`src/sdl_map.svh`:
```
`ifndef SDL_MAP_SVH
`define SDL_MAP_SVH
// strap vector bit positions
`define SDL_STRAP_W 12
`define SDL_B_LED_MODE 0
`define SDL_B_LED_FUN0 1
`define SDL_B_LED_FUN1 2
`define SDL_B_P1_XOVER 3
`define SDL_B_P1_AN 4
`define SDL_B_P1_SPEED 5
`define SDL_B_P1_DUPLEX 6
`define SDL_B_P1_BP 7
`define SDL_B_P1_FDFC 8
`define SDL_B_P1_MANFC 9
`define SDL_B_P2_XOVER 10
`define SDL_B_P2_AN 11
// reset value of captured straps: the pins carry pull-ups
`define SDL_STRAP_RST 12'hFFF
// cycles after reset release before the sample is taken
`define SDL_SETTLE_CYC 4'h8
`define SDL_CNT_W 4
`endif

```
`src/sdl_pkg.sv`:
```
`default_nettype none
package sdl_pkg;
	// loader sequencing states
	typedef enum logic [2:0] {
		SDL_WAIT = 3'h1,
		SDL_SAMPLE = 3'h2,
		SDL_HOLD = 3'h4
	} sdl_state_t;
endpackage
`default_nettype wire

```
`src/sdl_strap_default_loader.sv`:
```
// Summary of operation
// - The LED mode select default follows its strap: low gives eight GPIOs, high eight LEDs.
// - Each bit of the two-bit LED function field defaults from its own strap pin.
// - Port 1 automatic crossover defaults enabled on a high strap and disabled on a low.
// - Port 1 auto-negotiation enable defaults from its strap.
// - Port 1 speed select low bit defaults from its strap, low 10 Mbps and high 100 Mbps.
// - Port 1 duplex mode defaults from its strap, low half and high full duplex.
// - Port 1 backpressure enable defaults from its strap.
// - One strap loads both port 1 transmit and receive pause enables.
// - Port 1 manual flow select defaults from its strap, low follows auto-negotiation.
// - Port 2 automatic crossover defaults from its strap.
// - Port 2 auto-negotiation enable defaults from its strap.
`timescale 1ns/1ps
`default_nettype none
`include "sdl_map.svh"
module sdl_strap_default_loader
(
	// clock and reset
	input wire logic i_mclk,
	input wire logic i_arst_n,
	// strap pins
	input wire logic i_led_mode_select,
	input wire logic [1:0] i_led_function_field,
	input wire logic i_port1_crossover_strap,
	input wire logic i_port1_autoneg_strap,
	input wire logic i_port1_speed_strap,
	input wire logic i_port1_duplex_strap,
	input wire logic i_port1_backpressure_strap,
	input wire logic i_port1_fullduplex_flow_strap,
	input wire logic i_port1_manual_flow_strap,
	input wire logic i_port2_crossover_strap,
	input wire logic i_port2_autoneg_strap,
	// led configuration register defaults
	output logic o_led_mode_select,
	output logic [1:0] o_led_function_field,
	// port 1 phy basic control defaults
	output logic o_port1_crossover_enable,
	output logic o_port1_autoneg_enable_bit,
	output logic o_port1_speed_select_low_bit,
	output logic o_port1_duplex_mode_bit,
	// port 1 manual flow register defaults
	output logic o_port1_backpressure_enable,
	output logic o_port1_tx_pause_enable,
	output logic o_port1_rx_pause_enable,
	output logic o_port1_manual_flow_select,
	// port 2 phy basic control defaults
	output logic o_port2_crossover_enable,
	output logic o_port2_autoneg_enable_bit,
	// defaults valid
	output logic o_defaults_loaded
);
	logic [`SDL_STRAP_W-1:0] pins;
	logic [`SDL_STRAP_W-1:0] synced;
	logic [`SDL_STRAP_W-1:0] latched;
	logic capture;
	logic loaded;
	logic [`SDL_STRAP_W-1:0] outs;
	logic [`SDL_STRAP_W-1:0] first_outs;
	logic held;
	logic cap_seen;

	// ---------------------------------------------------------------
	// strap pins in
	// ---------------------------------------------------------------
	// gather pins into one vector
	assign pins[`SDL_B_LED_MODE] = i_led_mode_select;
	assign pins[`SDL_B_LED_FUN0] = i_led_function_field[0];
	assign pins[`SDL_B_LED_FUN1] = i_led_function_field[1];
	assign pins[`SDL_B_P1_XOVER] = i_port1_crossover_strap;
	assign pins[`SDL_B_P1_AN] = i_port1_autoneg_strap;
	assign pins[`SDL_B_P1_SPEED] = i_port1_speed_strap;
	assign pins[`SDL_B_P1_DUPLEX] = i_port1_duplex_strap;
	assign pins[`SDL_B_P1_BP] = i_port1_backpressure_strap;
	assign pins[`SDL_B_P1_FDFC] = i_port1_fullduplex_flow_strap;
	assign pins[`SDL_B_P1_MANFC] = i_port1_manual_flow_strap;
	assign pins[`SDL_B_P2_XOVER] = i_port2_crossover_strap;
	assign pins[`SDL_B_P2_AN] = i_port2_autoneg_strap;

	// ---------------------------------------------------------------
	// synchroniser and capture
	// ---------------------------------------------------------------
	// pin synchroniser, stable straps assumed during sampling
	sdl_sync u_sync
	(
		.i_mclk(i_mclk),
		.i_arst_n(i_arst_n),
		.i_pin(pins),
		.o_sync(synced)
	);

	// one-shot capture sequencer
	sdl_seq u_seq
	(
		.i_mclk(i_mclk),
		.i_arst_n(i_arst_n),
		.o_capture(capture),
		.o_loaded(loaded)
	);

	// latch straps once after release, hold afterwards
	always_ff @(posedge i_mclk or negedge i_arst_n)
	begin
		if (!i_arst_n)
			latched <= `SDL_STRAP_RST;
		else if (capture && !loaded)
			latched <= synced;
	end

	// ---------------------------------------------------------------
	// default outputs
	// ---------------------------------------------------------------
	// led configuration defaults
	always_ff @(posedge i_mclk or negedge i_arst_n)
	begin
		if (!i_arst_n)
		begin
			o_led_mode_select <= 1'b1;
			o_led_function_field <= 2'h3;
		end
		else
		begin
			o_led_mode_select <= latched[`SDL_B_LED_MODE];
			o_led_function_field[0] <= latched[`SDL_B_LED_FUN0];
			o_led_function_field[1] <= latched[`SDL_B_LED_FUN1];
		end
	end

	// port 1 phy control defaults
	always_ff @(posedge i_mclk or negedge i_arst_n)
	begin
		if (!i_arst_n)
		begin
			o_port1_crossover_enable <= 1'b1;
			o_port1_autoneg_enable_bit <= 1'b1;
			o_port1_speed_select_low_bit <= 1'b1;
			o_port1_duplex_mode_bit <= 1'b1;
		end
		else
		begin
			o_port1_crossover_enable <= latched[`SDL_B_P1_XOVER];
			o_port1_autoneg_enable_bit <= latched[`SDL_B_P1_AN];
			o_port1_speed_select_low_bit <= latched[`SDL_B_P1_SPEED];
			o_port1_duplex_mode_bit <= latched[`SDL_B_P1_DUPLEX];
		end
	end

	// port 1 flow control defaults
	always_ff @(posedge i_mclk or negedge i_arst_n)
	begin
		if (!i_arst_n)
		begin
			o_port1_backpressure_enable <= 1'b1;
			o_port1_tx_pause_enable <= 1'b1;
			o_port1_rx_pause_enable <= 1'b1;
			o_port1_manual_flow_select <= 1'b1;
		end
		else
		begin
			o_port1_backpressure_enable <= latched[`SDL_B_P1_BP];
			o_port1_tx_pause_enable <= latched[`SDL_B_P1_FDFC];
			o_port1_rx_pause_enable <= latched[`SDL_B_P1_FDFC];
			o_port1_manual_flow_select <= latched[`SDL_B_P1_MANFC];
		end
	end

	// port 2 defaults and load flag
	always_ff @(posedge i_mclk or negedge i_arst_n)
	begin
		if (!i_arst_n)
		begin
			o_port2_crossover_enable <= 1'b1;
			o_port2_autoneg_enable_bit <= 1'b1;
			o_defaults_loaded <= 1'b0;
		end
		else
		begin
			o_port2_crossover_enable <= latched[`SDL_B_P2_XOVER];
			o_port2_autoneg_enable_bit <= latched[`SDL_B_P2_AN];
			o_defaults_loaded <= loaded;
		end
	end

	// ---------------------------------------------------------------
	// check helpers
	// ---------------------------------------------------------------
	// outputs gathered in strap order for the checks below
	assign outs[`SDL_B_LED_MODE] = o_led_mode_select;
	assign outs[`SDL_B_LED_FUN0] = o_led_function_field[0];
	assign outs[`SDL_B_LED_FUN1] = o_led_function_field[1];
	assign outs[`SDL_B_P1_XOVER] = o_port1_crossover_enable;
	assign outs[`SDL_B_P1_AN] = o_port1_autoneg_enable_bit;
	assign outs[`SDL_B_P1_SPEED] = o_port1_speed_select_low_bit;
	assign outs[`SDL_B_P1_DUPLEX] = o_port1_duplex_mode_bit;
	assign outs[`SDL_B_P1_BP] = o_port1_backpressure_enable;
	assign outs[`SDL_B_P1_FDFC] = o_port1_tx_pause_enable;
	assign outs[`SDL_B_P1_MANFC] = o_port1_manual_flow_select;
	assign outs[`SDL_B_P2_XOVER] = o_port2_crossover_enable;
	assign outs[`SDL_B_P2_AN] = o_port2_autoneg_enable_bit;

	// outputs as first shown after loading, kept for the long hold check
	always_ff @(posedge i_mclk or negedge i_arst_n)
	begin
		if (!i_arst_n)
		begin
			held <= 1'b0;
			first_outs <= `SDL_STRAP_RST;
		end
		else
		begin
			held <= o_defaults_loaded;
			if (!held)
				first_outs <= outs;
		end
	end

	// remembers that the one capture of this reset has happened
	always_ff @(posedge i_mclk or negedge i_arst_n)
	begin
		if (!i_arst_n)
			cap_seen <= 1'b0;
		else if (capture)
			cap_seen <= 1'b1;
	end

	// ---------------------------------------------------------------
	// checks
	// ---------------------------------------------------------------
	AST_LED_MODE: assert property (@(posedge i_mclk) disable iff (!i_arst_n)
		o_defaults_loaded |-> o_led_mode_select == latched[`SDL_B_LED_MODE])
		else $error("led mode default wrong");
	AST_LED_FUNCTION_FIELD: assert property (@(posedge i_mclk) disable iff (!i_arst_n)
		o_defaults_loaded |-> o_led_function_field == {latched[`SDL_B_LED_FUN1],
			latched[`SDL_B_LED_FUN0]})
		else $error("led function default wrong");
	AST_P1_XOVER: assert property (@(posedge i_mclk) disable iff (!i_arst_n)
		o_defaults_loaded |-> o_port1_crossover_enable == latched[`SDL_B_P1_XOVER])
		else $error("port1 crossover default wrong");
	AST_P1_AN: assert property (@(posedge i_mclk) disable iff (!i_arst_n)
		o_defaults_loaded |-> o_port1_autoneg_enable_bit == latched[`SDL_B_P1_AN])
		else $error("port1 autoneg default wrong");
	AST_P1_SPEED: assert property (@(posedge i_mclk) disable iff (!i_arst_n)
		o_defaults_loaded |-> o_port1_speed_select_low_bit == latched[`SDL_B_P1_SPEED])
		else $error("port1 speed default wrong");
	AST_P1_DUPLEX: assert property (@(posedge i_mclk) disable iff (!i_arst_n)
		o_defaults_loaded |-> o_port1_duplex_mode_bit == latched[`SDL_B_P1_DUPLEX])
		else $error("port1 duplex default wrong");
	AST_P1_BP: assert property (@(posedge i_mclk) disable iff (!i_arst_n)
		o_defaults_loaded |-> o_port1_backpressure_enable == latched[`SDL_B_P1_BP])
		else $error("port1 backpressure default wrong");
	AST_P1_PAUSE: assert property (@(posedge i_mclk) disable iff (!i_arst_n)
		o_port1_tx_pause_enable == o_port1_rx_pause_enable)
		else $error("port1 pause enables differ");
	AST_P1_MANFC: assert property (@(posedge i_mclk) disable iff (!i_arst_n)
		o_defaults_loaded |-> o_port1_manual_flow_select == latched[`SDL_B_P1_MANFC])
		else $error("port1 manual flow default wrong");
	AST_P2_XOVER: assert property (@(posedge i_mclk) disable iff (!i_arst_n)
		o_defaults_loaded |-> o_port2_crossover_enable == latched[`SDL_B_P2_XOVER])
		else $error("port2 crossover default wrong");
	AST_P2_AN: assert property (@(posedge i_mclk) disable iff (!i_arst_n)
		o_defaults_loaded |-> o_port2_autoneg_enable_bit == latched[`SDL_B_P2_AN])
		else $error("port2 autoneg default wrong");
	AST_HOLD: assert property (@(posedge i_mclk) disable iff (!i_arst_n)
		loaded && $past(loaded) |-> $stable(latched))
		else $error("straps changed after capture");
	AST_ONCE: assert property (@(posedge i_mclk) disable iff (!i_arst_n)
		capture |=> !capture [*4])
		else $error("second capture strobe");

	// ---------------------------------------------------------------
	// port 1 pause default and capture sequence checks
	// ---------------------------------------------------------------
	AST_P1_TX: assert property (@(posedge i_mclk) disable iff (!i_arst_n)
		o_defaults_loaded |-> o_port1_tx_pause_enable == latched[`SDL_B_P1_FDFC])
		else $error("port1 tx pause default wrong");
	AST_P1_RX: assert property (@(posedge i_mclk) disable iff (!i_arst_n)
		o_defaults_loaded |-> o_port1_rx_pause_enable == latched[`SDL_B_P1_FDFC])
		else $error("port1 rx pause default wrong");
	AST_PRE_LOAD: assert property (@(posedge i_mclk) disable iff (!i_arst_n)
		!o_defaults_loaded |-> outs == `SDL_STRAP_RST &&
			o_port1_rx_pause_enable)
		else $error("defaults shown before capture");
	AST_CAPTURE_VALUE: assert property (@(posedge i_mclk) disable iff (!i_arst_n)
		capture && !loaded |=> latched == $past(synced))
		else $error("capture did not take synchronised straps");
	AST_CAPTURE_FIRST: assert property (@(posedge i_mclk) disable iff (!i_arst_n)
		capture |-> !loaded && !o_defaults_loaded)
		else $error("capture after defaults loaded");
	AST_LOAD_TIME: assert property (@(posedge i_mclk) disable iff (!i_arst_n)
		$rose(capture) |-> !o_defaults_loaded ##1 !o_defaults_loaded
			##1 o_defaults_loaded)
		else $error("defaults loaded flag mistimed");
	AST_LOADED_STAYS: assert property (@(posedge i_mclk) disable iff (!i_arst_n)
		o_defaults_loaded |=> o_defaults_loaded)
		else $error("defaults loaded flag dropped");
	AST_OUT_STABLE: assert property (@(posedge i_mclk) disable iff (!i_arst_n)
		o_defaults_loaded && $past(o_defaults_loaded) |-> $stable(outs) &&
			$stable(o_port1_rx_pause_enable))
		else $error("defaults moved after loading");
	AST_LONG_HOLD: assert property (@(posedge i_mclk) disable iff (!i_arst_n)
		held |-> outs == first_outs)
		else $error("defaults differ from first loaded value");
	AST_ONE_CAPTURE: assert property (@(posedge i_mclk) disable iff (!i_arst_n)
		capture |-> !cap_seen)
		else $error("more than one capture in one reset");
endmodule
`default_nettype wire

```
`src/sdl_sync.sv`:
```
`timescale 1ns/1ps
`default_nettype none
`include "sdl_map.svh"
module sdl_sync
(
	// clock and reset
	input wire logic i_mclk,
	input wire logic i_arst_n,
	// pins in, synchronised out
	input wire logic [`SDL_STRAP_W-1:0] i_pin,
	output logic [`SDL_STRAP_W-1:0] o_sync
);
	logic [`SDL_STRAP_W-1:0] meta;

	// two flip-flops per strap bit
	genvar g;
	generate
		for (g = 0; g < `SDL_STRAP_W; g = g + 1)
		begin : g_bit
			always_ff @(posedge i_mclk or negedge i_arst_n)
			begin
				if (!i_arst_n)
				begin
					meta[g] <= 1'b1;
					o_sync[g] <= 1'b1;
				end
				else
				begin
					meta[g] <= i_pin[g];
					o_sync[g] <= meta[g];
				end
			end
		end
	endgenerate
endmodule
`default_nettype wire

```
`src/sdl_seq.sv`:
```
`timescale 1ns/1ps
`default_nettype none
`include "sdl_map.svh"
module sdl_seq
(
	// clock and reset
	input wire logic i_mclk,
	input wire logic i_arst_n,
	// one-cycle capture strobe and done level
	output logic o_capture,
	output logic o_loaded
);
	sdl_pkg::sdl_state_t state;
	logic [`SDL_CNT_W-1:0] cnt;

	// settle counter, lets the synchroniser fill after release
	always_ff @(posedge i_mclk or negedge i_arst_n)
	begin
		if (!i_arst_n)
			cnt <= 4'h0;
		else if (state == sdl_pkg::SDL_WAIT)
			cnt <= cnt + 4'h1;
	end

	// sample exactly once per reset
	always_ff @(posedge i_mclk or negedge i_arst_n)
	begin
		if (!i_arst_n)
			state <= sdl_pkg::SDL_WAIT;
		else
		begin
			case (state)
				sdl_pkg::SDL_WAIT:
					if (cnt == `SDL_SETTLE_CYC - 4'h1)
						state <= sdl_pkg::SDL_SAMPLE;
				sdl_pkg::SDL_SAMPLE:
					state <= sdl_pkg::SDL_HOLD;
				sdl_pkg::SDL_HOLD:
					state <= sdl_pkg::SDL_HOLD;
				default:
					state <= sdl_pkg::SDL_WAIT;
			endcase
		end
	end

	// outputs
	always_ff @(posedge i_mclk or negedge i_arst_n)
	begin
		if (!i_arst_n)
		begin
			o_capture <= 1'b0;
			o_loaded <= 1'b0;
		end
		else
		begin
			o_capture <= (state == sdl_pkg::SDL_WAIT) && (cnt == `SDL_SETTLE_CYC - 4'h1);
			o_loaded <= o_capture | o_loaded;
		end
	end
endmodule
`default_nettype wire

```
`config.mk`:
```
export PLATFORM = sky130hd
export DESIGN_NAME = sdl_strap_default_loader
export DESIGN_NICKNAME = d
export VERILOG_FILES = /design/src/sdl_pkg.sv /design/src/sdl_strap_default_loader.sv /design/src/sdl_sync.sv /design/src/sdl_seq.sv
export VERILOG_INCLUDE_DIRS = /design/src
export SDC_FILE = /design/constraint.sdc
export NUM_CORES = 1
export LEC_CHECK = 0
export ABC_CLOCK_PERIOD_IN_PS = 1700
export BUFFER_PORTS_ARGS = -buffer_cell sky130_fd_sc_hd__buf_2
export CAP_MARGIN = 25
export CORE_MARGIN = 2
export CORE_UTILIZATION = 40
export DETAILED_ROUTE_END_ITERATION = 8
export PLACE_DENSITY = 0.68
export REMOVE_ABC_BUFFERS = 1
export SYNTH_ARGS = -nofsm -noshare
export SYNTH_HDL_FRONTEND = slang
export SYNTH_SLANG_ARGS = --single-unit
```
`constraint.sdc`:
```
create_clock -name i_mclk -period 1.7 [get_ports i_mclk]
set_input_delay 0.34 -clock i_mclk [delete_from_list [all_inputs] [get_ports i_mclk]]
set_output_delay 0.34 -clock i_mclk [all_outputs]
set_load 0.005 [all_outputs]
```
==> results of run 1 <==
state kept, by name, summed over array words and instances, names as in the netlist, 2 cells and up:
register	cells
u_sync.meta	12
u_sync.o_sync	12
u_seq.cnt	4
u_seq.state	3
o_led_function_field	2
latched	12
per-layer routing:
layer  vias up  track usage [%]
li1        363                -
met1       408             11.9
met2        21             18.2
met3         7             4.56
met4         0             10.1
met5         -                0
cell usage in the layout, fill, tap and decap left out, types with 2 or more instances in the layout:
cell	n
and4b_1	2
buf_2	27
buf_4	2
clkbuf_1	3
clkbuf_8	11
dfrtp_1	9
dfstp_2	49
mux2_1	13
nor2_1	2
xnor2_1	3
metrics by stage:
stage / area (um^2) / total power, mW / utilization, % / setup WS, ps / hold slack [ps]
after floorplan: 1780 / 1.53 / - / 482 / 44.4
after global placement: 2010 / 1.59 / 46.2 / 472 / 346
after detailed placement: 2010 / 1.60 / 46.2 / 420 / 347
after CTS: 2210 / 2.85 / 50.8 / 393 / 12.7
after global routing: 2210 / 2.94 / 50.8 / 344 / 30.3
final: 2210 / 2.80 / 50.8 / 414 / 21.8
cell families after synthesis:
kind of cell | after synthesis | synth area share, %
multiplexers | 13 | 8.15
adder cells (fa/ha/maj) | 1 | 0.696
flip-flops | 58 | 84.2
AND/OR/NAND/NOR | 9 | 3.97
XOR/XNOR | 4 | 1.95
buffers and inverters | 2 | 1.04
report_power, final:
group	internal [mW]	switching [mW]
Sequential	1.48	0.0181
Clock	0.756	0.470
Combinational	0.0329	0.0396
area by class of cell:
type                    count  area share, %
repair buffers             30           7.70
clock inverters             2           1.58
flip-flops and latches     58           68.4
clock buffers              14           7.36
well taps                  52           2.94
multi-input cells          27           12.0
worst max-delay path by stage:
stage / start / end / slack (ps)
2_1_floorplan: u_seq.state[0]$_DFFE_PN1P_ / u_seq.cnt[1]$_DFFE_PN0N_ / 480
3_3_place_gp: u_seq.state[0]$_DFFE_PN1P_ / u_seq.cnt[1]$_DFFE_PN0N_ / 470
3_5_place_dp: u_seq.state[0]$_DFFE_PN1P_ / u_seq.cnt[1]$_DFFE_PN0N_ / 420
4_1_cts: o_port1_rx_pause_enable$_DFF_PN1_ / o_port1_tx_pause_enable / 390
5_1_grt: u_seq.state[0]$_DFFE_PN1P_ / u_seq.cnt[1]$_DFFE_PN0N_ / 340
6_report: o_port1_rx_pause_enable$_DFF_PN1_ / o_port1_tx_pause_enable / 410
==> impl_metrics.ini, run 1 <==
[global_routing]
grt_max_degree = 59
grt_pass1_vias = 928
grt_pass1_wl_um = 4170
grt_usage_pct = 11.5
overflow = 0
antenna_found_initial = 0

[synth]
synth.most_common_cell = dfstp_2
synth.avg_cell_area_um2 = 20.7
yosysUniqueCellTypes = 15
synth_top_area_share_pct = 71.7
synth_edf_count = 0
async_flop_share_pct = 100
synth_area_leaders = dfstp_2 (72%), dfrtp_1 (13%), mux2_1 (8.1%), xnor2_1 (1.5%), and4b_1 (1.1%)
syn_inst = 87
netlist_area_um2 = 1800
yosys_warnings = 0
ys_ff_latch = 58
seq_area_frac_synth_pct = 84.2
yosys-top-cells-count = dfstp_2 (49), mux2_1 (13), dfrtp_1 (9)
synth_flop_cell = dfstp_2
synth_top_cell_by_area = dfstp_2

[clocking]
cts.clk_slew.worst_paths_ps = 60
cts_max_level = 3
clk-insertion-delay-late_ps = 320
numCtsBuffers = 9
clock_sinks = 58
tritoncts = done
cts-root-buf = clkbuf_8
cts_buffer_depth = 2
cts_hold_buf = 0
cts_setup_buffers = 0
cts-resized-gates = 0

[cells_and_area]
seq_area_um2 = 1510
diodes = 0
n_fill_cell = 358
final_cells = 183
syn2layout_area_growth_pct = 23.1
multi_input_area_um2 = 265
nets = 141
drive_gt1_share_pct = 71.8

[pwr]
worst_ir_drop_vdd_uv = 563
power.density_nw_per_um2 = 1270
p_leak_nw = 0.948

[routing]
num_vias = 799
ant_nets = 0
post_drt_wl_per_cell_um = 12.8
drcViolationCount = 0
drt-met1-wl_um = 885
route.met2.wl_um = 1230
via_per_inst = 4.37
drt-total-wl_um = 2330
drtIter0Drc = 45
drtPass1Iterations = 2
dr.max_layer_used = met4
wl_met3_um = 131

[critical_path]
worstSetupEndpointType = output pin
crit_chain = buf_2
cp.required_ps = 1360
crit_fanout = 2
crit_arrival_ps = 950
cp.depth = 1
r2r_cells = 2
r2r_start = u_seq.state[0]$_DFFE_PN1P_
cpPeakStageDelay_ps = 520
cpLargestDelayFamily = flip-flops
crit_type = reg -> out
critPathLaunchType = flop
slowest_stage = dfstp_2
worst-path-buf-inv = 1
r2r_end = u_seq.cnt[1]$_DFFE_PN0N_
r2r_slack_ps = 410

[run_status]
outcome = complete, no violations

[floorplanning]
io_pins = 28
rows = 24
core-area_um2 = 4350
die_w_um = 71.0
initial_utilization_pct = 41.3
dieArea_um2 = 5040
die_y_um = 71.0

[place]
place_hpwl_um = 1510
port_buffers = 27
dp.cells = 167
gp_congestion = 0.627

[timing]
setup_viol_count_final = 0
min_period_ps = 1290
hold_viol_final = 0
worst_pin_slew_ps = 287
drv_slew = 0
rsz0062_at_grt = false
fin_crit_sh_pct = 75.6
fmax_ghz = 0.778
fin_tns_setup_ps = 0
skew_ps = 4.32
maxSlewHeadroom_pct = 80.9

[min_path]
hold_class = in -> async

[flow_run]
cap_violations = 0
No activity file was read; power rests on OpenSTA's default activity.
==> inputs of run 2 (changes only) <==
- ABC_CLOCK_PERIOD_IN_PS: 1700 -> 1300
- clock period: 1.7 -> 1.3 ns (I/O delays scaled with it)
==> impl_metrics.ini, run 2 (same netlist as run 1, synthesis figures left out) <==
[timing]
skew_ps = 2.05
hold_viol_final = 0
fin_crit_sh_pct = 97.8
min_period_ps = 1270
fin_tns_setup_ps = 0
drv_slew = 0
setup_viol_count_final = 0
worst_pin_slew_ps = 285
maxSlewHeadroom_pct = 81.0
fmax_ghz = 0.787

[cells_and_area]
diodes = 0
reg.largest.list = latched (12), u_sync.meta (12), u_sync.o_sync (12)
n_fill_cell = 348
most-common-layout-cells = dfstp_2 (49), buf_2 (27), mux2_1 (12), clkbuf_8 (11), dfrtp_1 (9)
multi_input_area_um2 = 269
nets = 145
drive_gt1_share_pct = 74.8
seq_area_um2 = 1510
syn2layout_area_growth_pct = 27.8
final_common_cell = dfstp_2
final_cells = 187

[global_routing]
overflow = 0
grt_pass1_vias = 944
grt_pass1_wl_um = 4070
antenna_found_initial = 0
grt_max_degree = 59
grt_usage_pct = 11.1

[pwr]
worst_ir_drop_vdd_uv = 810
power.density_nw_per_um2 = 1740
total_power_mw = 3.99
p_leak_nw = 0.995

[floorplanning]
io_pins = 28
rows = 24
dieArea_um2 = 5040
die_w_um = 71.0
core-area_um2 = 4350
initial_utilization_pct = 41.3
die_y_um = 71.0

[place]
dp.cells = 167
port_buffers = 27
gp_congestion = 0.621
place_hpwl_um = 1570

[clocking]
cts_buffer_depth = 2
cts_max_level = 3
clk-insertion-delay-late_ps = 320
cts-root-buf = clkbuf_8
numCtsBuffers = 9
tritoncts = done
clock_sinks = 58
cts.clk_slew.worst_paths_ps = 60

[critical_path]
slowest_stage = dfstp_2
crit_chain = nor3b_4, mux2_4
cp.required_ps = 1500
cpPeakStageDelay_ps = 530
crit_type = reg -> reg
critPathLaunchType = flop
worst-path-buf-inv = 0
cpLargestDelayFamily = flip-flops
crit_fanout = 6
worstSetupEndpointType = flop
crit_arrival_ps = 1470

[routing]
drtIter0Drc = 28
post_drt_wl_per_cell_um = 12.9
drt-total-wl_um = 2410
drtPass1Iterations = 2
via_per_inst = 4.44
num_vias = 831
ant_nets = 0
drcViolationCount = 0

[run_status]
outcome = complete, no violations

[min_path]
hold_class = in -> reg

[flow_run]
cap_violations = 0
-- run 2: power breakdown --
group | switching, mW | internal, mW | total [mW]
Combinational | 0.0527 | 0.0450 | 0.0977
Sequential | 0.0230 | 1.94 | 1.96
Clock | 0.639 | 1.29 | 1.93
Total | 0.715 | 3.28 | 3.99
-- run 2: layout make-up --
| cell class | instances | share of cell area [%] |
|---|---|---|
| clock buffer | 12 | 7.68 |
| clock inverter | 4 | 3.05 |
| timing repair buffer | 34 | 8.83 |
| tap | 52 | 2.83 |
| sequential | 58 | 65.9 |
| multi-input combinational | 27 | 11.7 |
-- run 2: stage by stage --
stage / area (um^2) / hold WS [ps] / worst slack [ps] / utilization, %
CTS: 2280 / 17.3 / 20.0 / 52.5
global route: 2300 / 15.8 / -17.6 / 52.7
global placement: 2010 / 274 / 76.4 / 46.2
detailed placement: 2010 / 280 / 3.30 / 46.2
finish: 2300 / 36.1 / 28.7 / 52.7
floorplan: 1780 / -35.6 / 81.9 / -
-- run 2: path summary, 6_finish.rpt --
| check | startpoint | to | slack [ps] | cells after the start |
|---|---|---|---|---|
| worst max register to register | u_seq.state[0]$_DFFE_PN1P_ | u_seq.cnt[1]$_DFFE_PN0N_ | 30 | 2 |
| min in group asynchronous | i_arst_n | u_seq.cnt[0]$_DFFE_PN0N_ | 480 | 3 |
| worst max-delay path | u_seq.state[0]$_DFFE_PN1P_ | u_seq.cnt[1]$_DFFE_PN0N_ | 30 | 2 |
| worst min-delay path | i_led_function_field[0] | u_sync.meta[1]$_DFF_PN1_ | 40 | 1 |
| max in group asynchronous | i_arst_n | u_sync.meta[5]$_DFF_PN1_ | 540 | 3 |
| worst min register to register | u_sync.meta[3]$_DFF_PN1_ | u_sync.o_sync[3]$_DFF_PN1_ | 350 | 0 |
-- run 2: per-layer routing --
| layer | vias to the layer above | wire, um | track usage (%) |
|---|---|---|---|
| li1 | 372 | - | - |
| met1 | 429 | 913 | 10.4 |
| met2 | 22 | 1300 | 19.1 |
| met3 | 8 | 127 | 4.42 |
| met4 | 0 | 74 | 8.18 |
| met5 | - | 0 | 0 |
-- run 2: timing repair --
| action | 4_1_cts | 5_1_grt |
|---|---|---|
| resized for setup | 0 | 1 |
| hold buffers | 1 | 0 |
| buffers inserted | 2 | 1 |
| pin swaps | 0 | 0 |
| hold endpoints to repair | 9 | 0 |
| endpoints found under the setup margin | 1 | 1 |
-- run 2: worst register-to-register path, cell delays in order, from the launching register on --
cell	delay, ps
dfstp_2	530
nor3b_4	290
mux2_4	330
==> inputs of run 3 (changes only) <==
- BUFFER_PORTS_ARGS: -buffer_cell sky130_fd_sc_hd__buf_2 -> -buffer_cell sky130_fd_sc_hd__buf_4
==> impl_metrics.ini, run 3 (same netlist as run 1, synthesis figures left out) <==
[floorplanning]
die_w_um = 71.0
core-area_um2 = 4350
rows = 24
dieArea_um2 = 5040
initial_utilization_pct = 41.3
io_pins = 28
die_y_um = 71.0

[pwr]
seqPwrFrac_pct = 53.4
p_comb_share_pct = 3.2
pwr-share-clk_pct = 43.4
power.density_nw_per_um2 = 1610
worst_ir_drop_vdd_uv = 700
p_int_mw = 2.99
p_leak_nw = 0.977
p_sw_share_pct = 18.6
p_sw_uw = 684

[routing]
drtIter0Drc = 39
ant_nets = 0
drt-total-wl_um = 2390
via_per_inst = 4.40
post_drt_wl_per_cell_um = 13.0
drtPass1Iterations = 3
drcViolationCount = 0
num_vias = 810

[timing]
fmax_ghz = 0.814
setup_viol_count_final = 0
maxSlewHeadroom_pct = 77.8
skew_ps = 4.76
min_period_ps = 1230
worst_pin_slew_ps = 333
rsz0062_at_grt = false
fin_crit_sh_pct = 94.5
fin_tns_setup_ps = 0
hold_viol_final = 0
drv_slew = 0

[clocking]
cts_setup_buffers = 0
tritoncts = done
clock_sinks = 58
clk-insertion-delay-late_ps = 320
cts_hold_buf = 0
numCtsBuffers = 9
cts_buffer_depth = 2
cts-resized-gates = 0
cts.clk_slew.worst_paths_ps = 60
cts-root-buf = clkbuf_8
cts_max_level = 3

[flow_run]
cap_violations = 0

[cells_and_area]
drive_gt1_share_pct = 72.7
most-common-layout-cells = dfstp_2 (49), buf_4 (30), mux2_1 (12), clkbuf_8 (11), dfrtp_1 (9)
final_area_um2 = 2290
final_common_cell = dfstp_2
diodes = 0
reg.largest.list = latched (12), u_sync.meta (12), u_sync.o_sync (12)
syn2layout_area_growth_pct = 27.4
nets = 142

[critical_path]
crit_fanout = 5
cp.required_ps = 1500
worstSetupEndpointType = flop
critPathLaunchType = flop
crit_arrival_ps = 1430
crit_type = reg -> reg

[global_routing]
overflow = 0
antenna_found_initial = 0
grt_usage_pct = 12.1
grt_pass1_wl_um = 4350
grt_pass1_vias = 904
grt_max_degree = 33

[run_status]
outcome = complete, no violations

[place]
port_buffers = 27
placed_area_um2 = 2090
place_hpwl_um = 1580
gp_congestion = 0.615

[min_path]
hold_class = in -> reg
-- run 3: worst paths after layout --
path | start | to | slack (ps) | cells after the start
worst max-delay path | u_seq.state[0]$_DFFE_PN1P_ | u_seq.cnt[1]$_DFFE_PN0N_ | 70 | 2
max in group asynchronous | i_arst_n | o_led_mode_select$_DFF_PN1_ | 910 | 2
min in group asynchronous | i_arst_n | o_port2_autoneg_enable_bit$_DFF_PN1_ | 110 | 1
worst min register to register | u_sync.meta[11]$_DFF_PN1_ | u_sync.o_sync[11]$_DFF_PN1_ | 350 | 0
worst max register to register | u_seq.state[0]$_DFFE_PN1P_ | u_seq.cnt[1]$_DFFE_PN0N_ | 70 | 2
worst min-delay path | i_port1_speed_strap | u_sync.meta[5]$_DFF_PN1_ | 50 | 1
-- run 3: critical path: stages, from the launching register on --
cell and delay [ps]:
dfstp_2 530, nor3b_4 270, mux2_4 320
-- run 3: layout make-up --
cell class	instances	area (um^2)
Sequential cell	58	1510
Clock buffer	14	163
Fill cell	344	2060
Timing Repair Buffer	31	245
Clock inverter	2	35.0
Tap cell	52	65.1
Multi-Input combinational cell	27	269
-- run 3: power by group through the flow --
stage               clock [mW]  sequential, mW  combinational [mW]
floorplan                    0            1.99              0.0133
global placement             0            1.99               0.116
detailed placement           0            1.99               0.122
CTS                       1.65            1.97               0.122
global route              1.75            1.97               0.132
finish                    1.60            1.97               0.118
-- run 3: per-layer routing --
metal	global-route usage, %	wire length, um
met1	14.1	992
met2	17.9	1220
met3	5.13	115
met4	8.81	54
met5	0	0
-- run 3: through the flow --
stage                     instances  power (mW)  hold slack (ps)  util (%)  setup slack [ps]
after detailed placement        168        2.12              347      48.0              60.2
after floorplan                  85        2.00            -35.6         -              81.9
after global placement          168        2.11              345      48.0               104
after global routing            184        3.86             20.8      52.6              21.1
after CTS                       184        3.74             27.4      52.5              50.3
final                           184        3.68             46.4      52.6              71.0
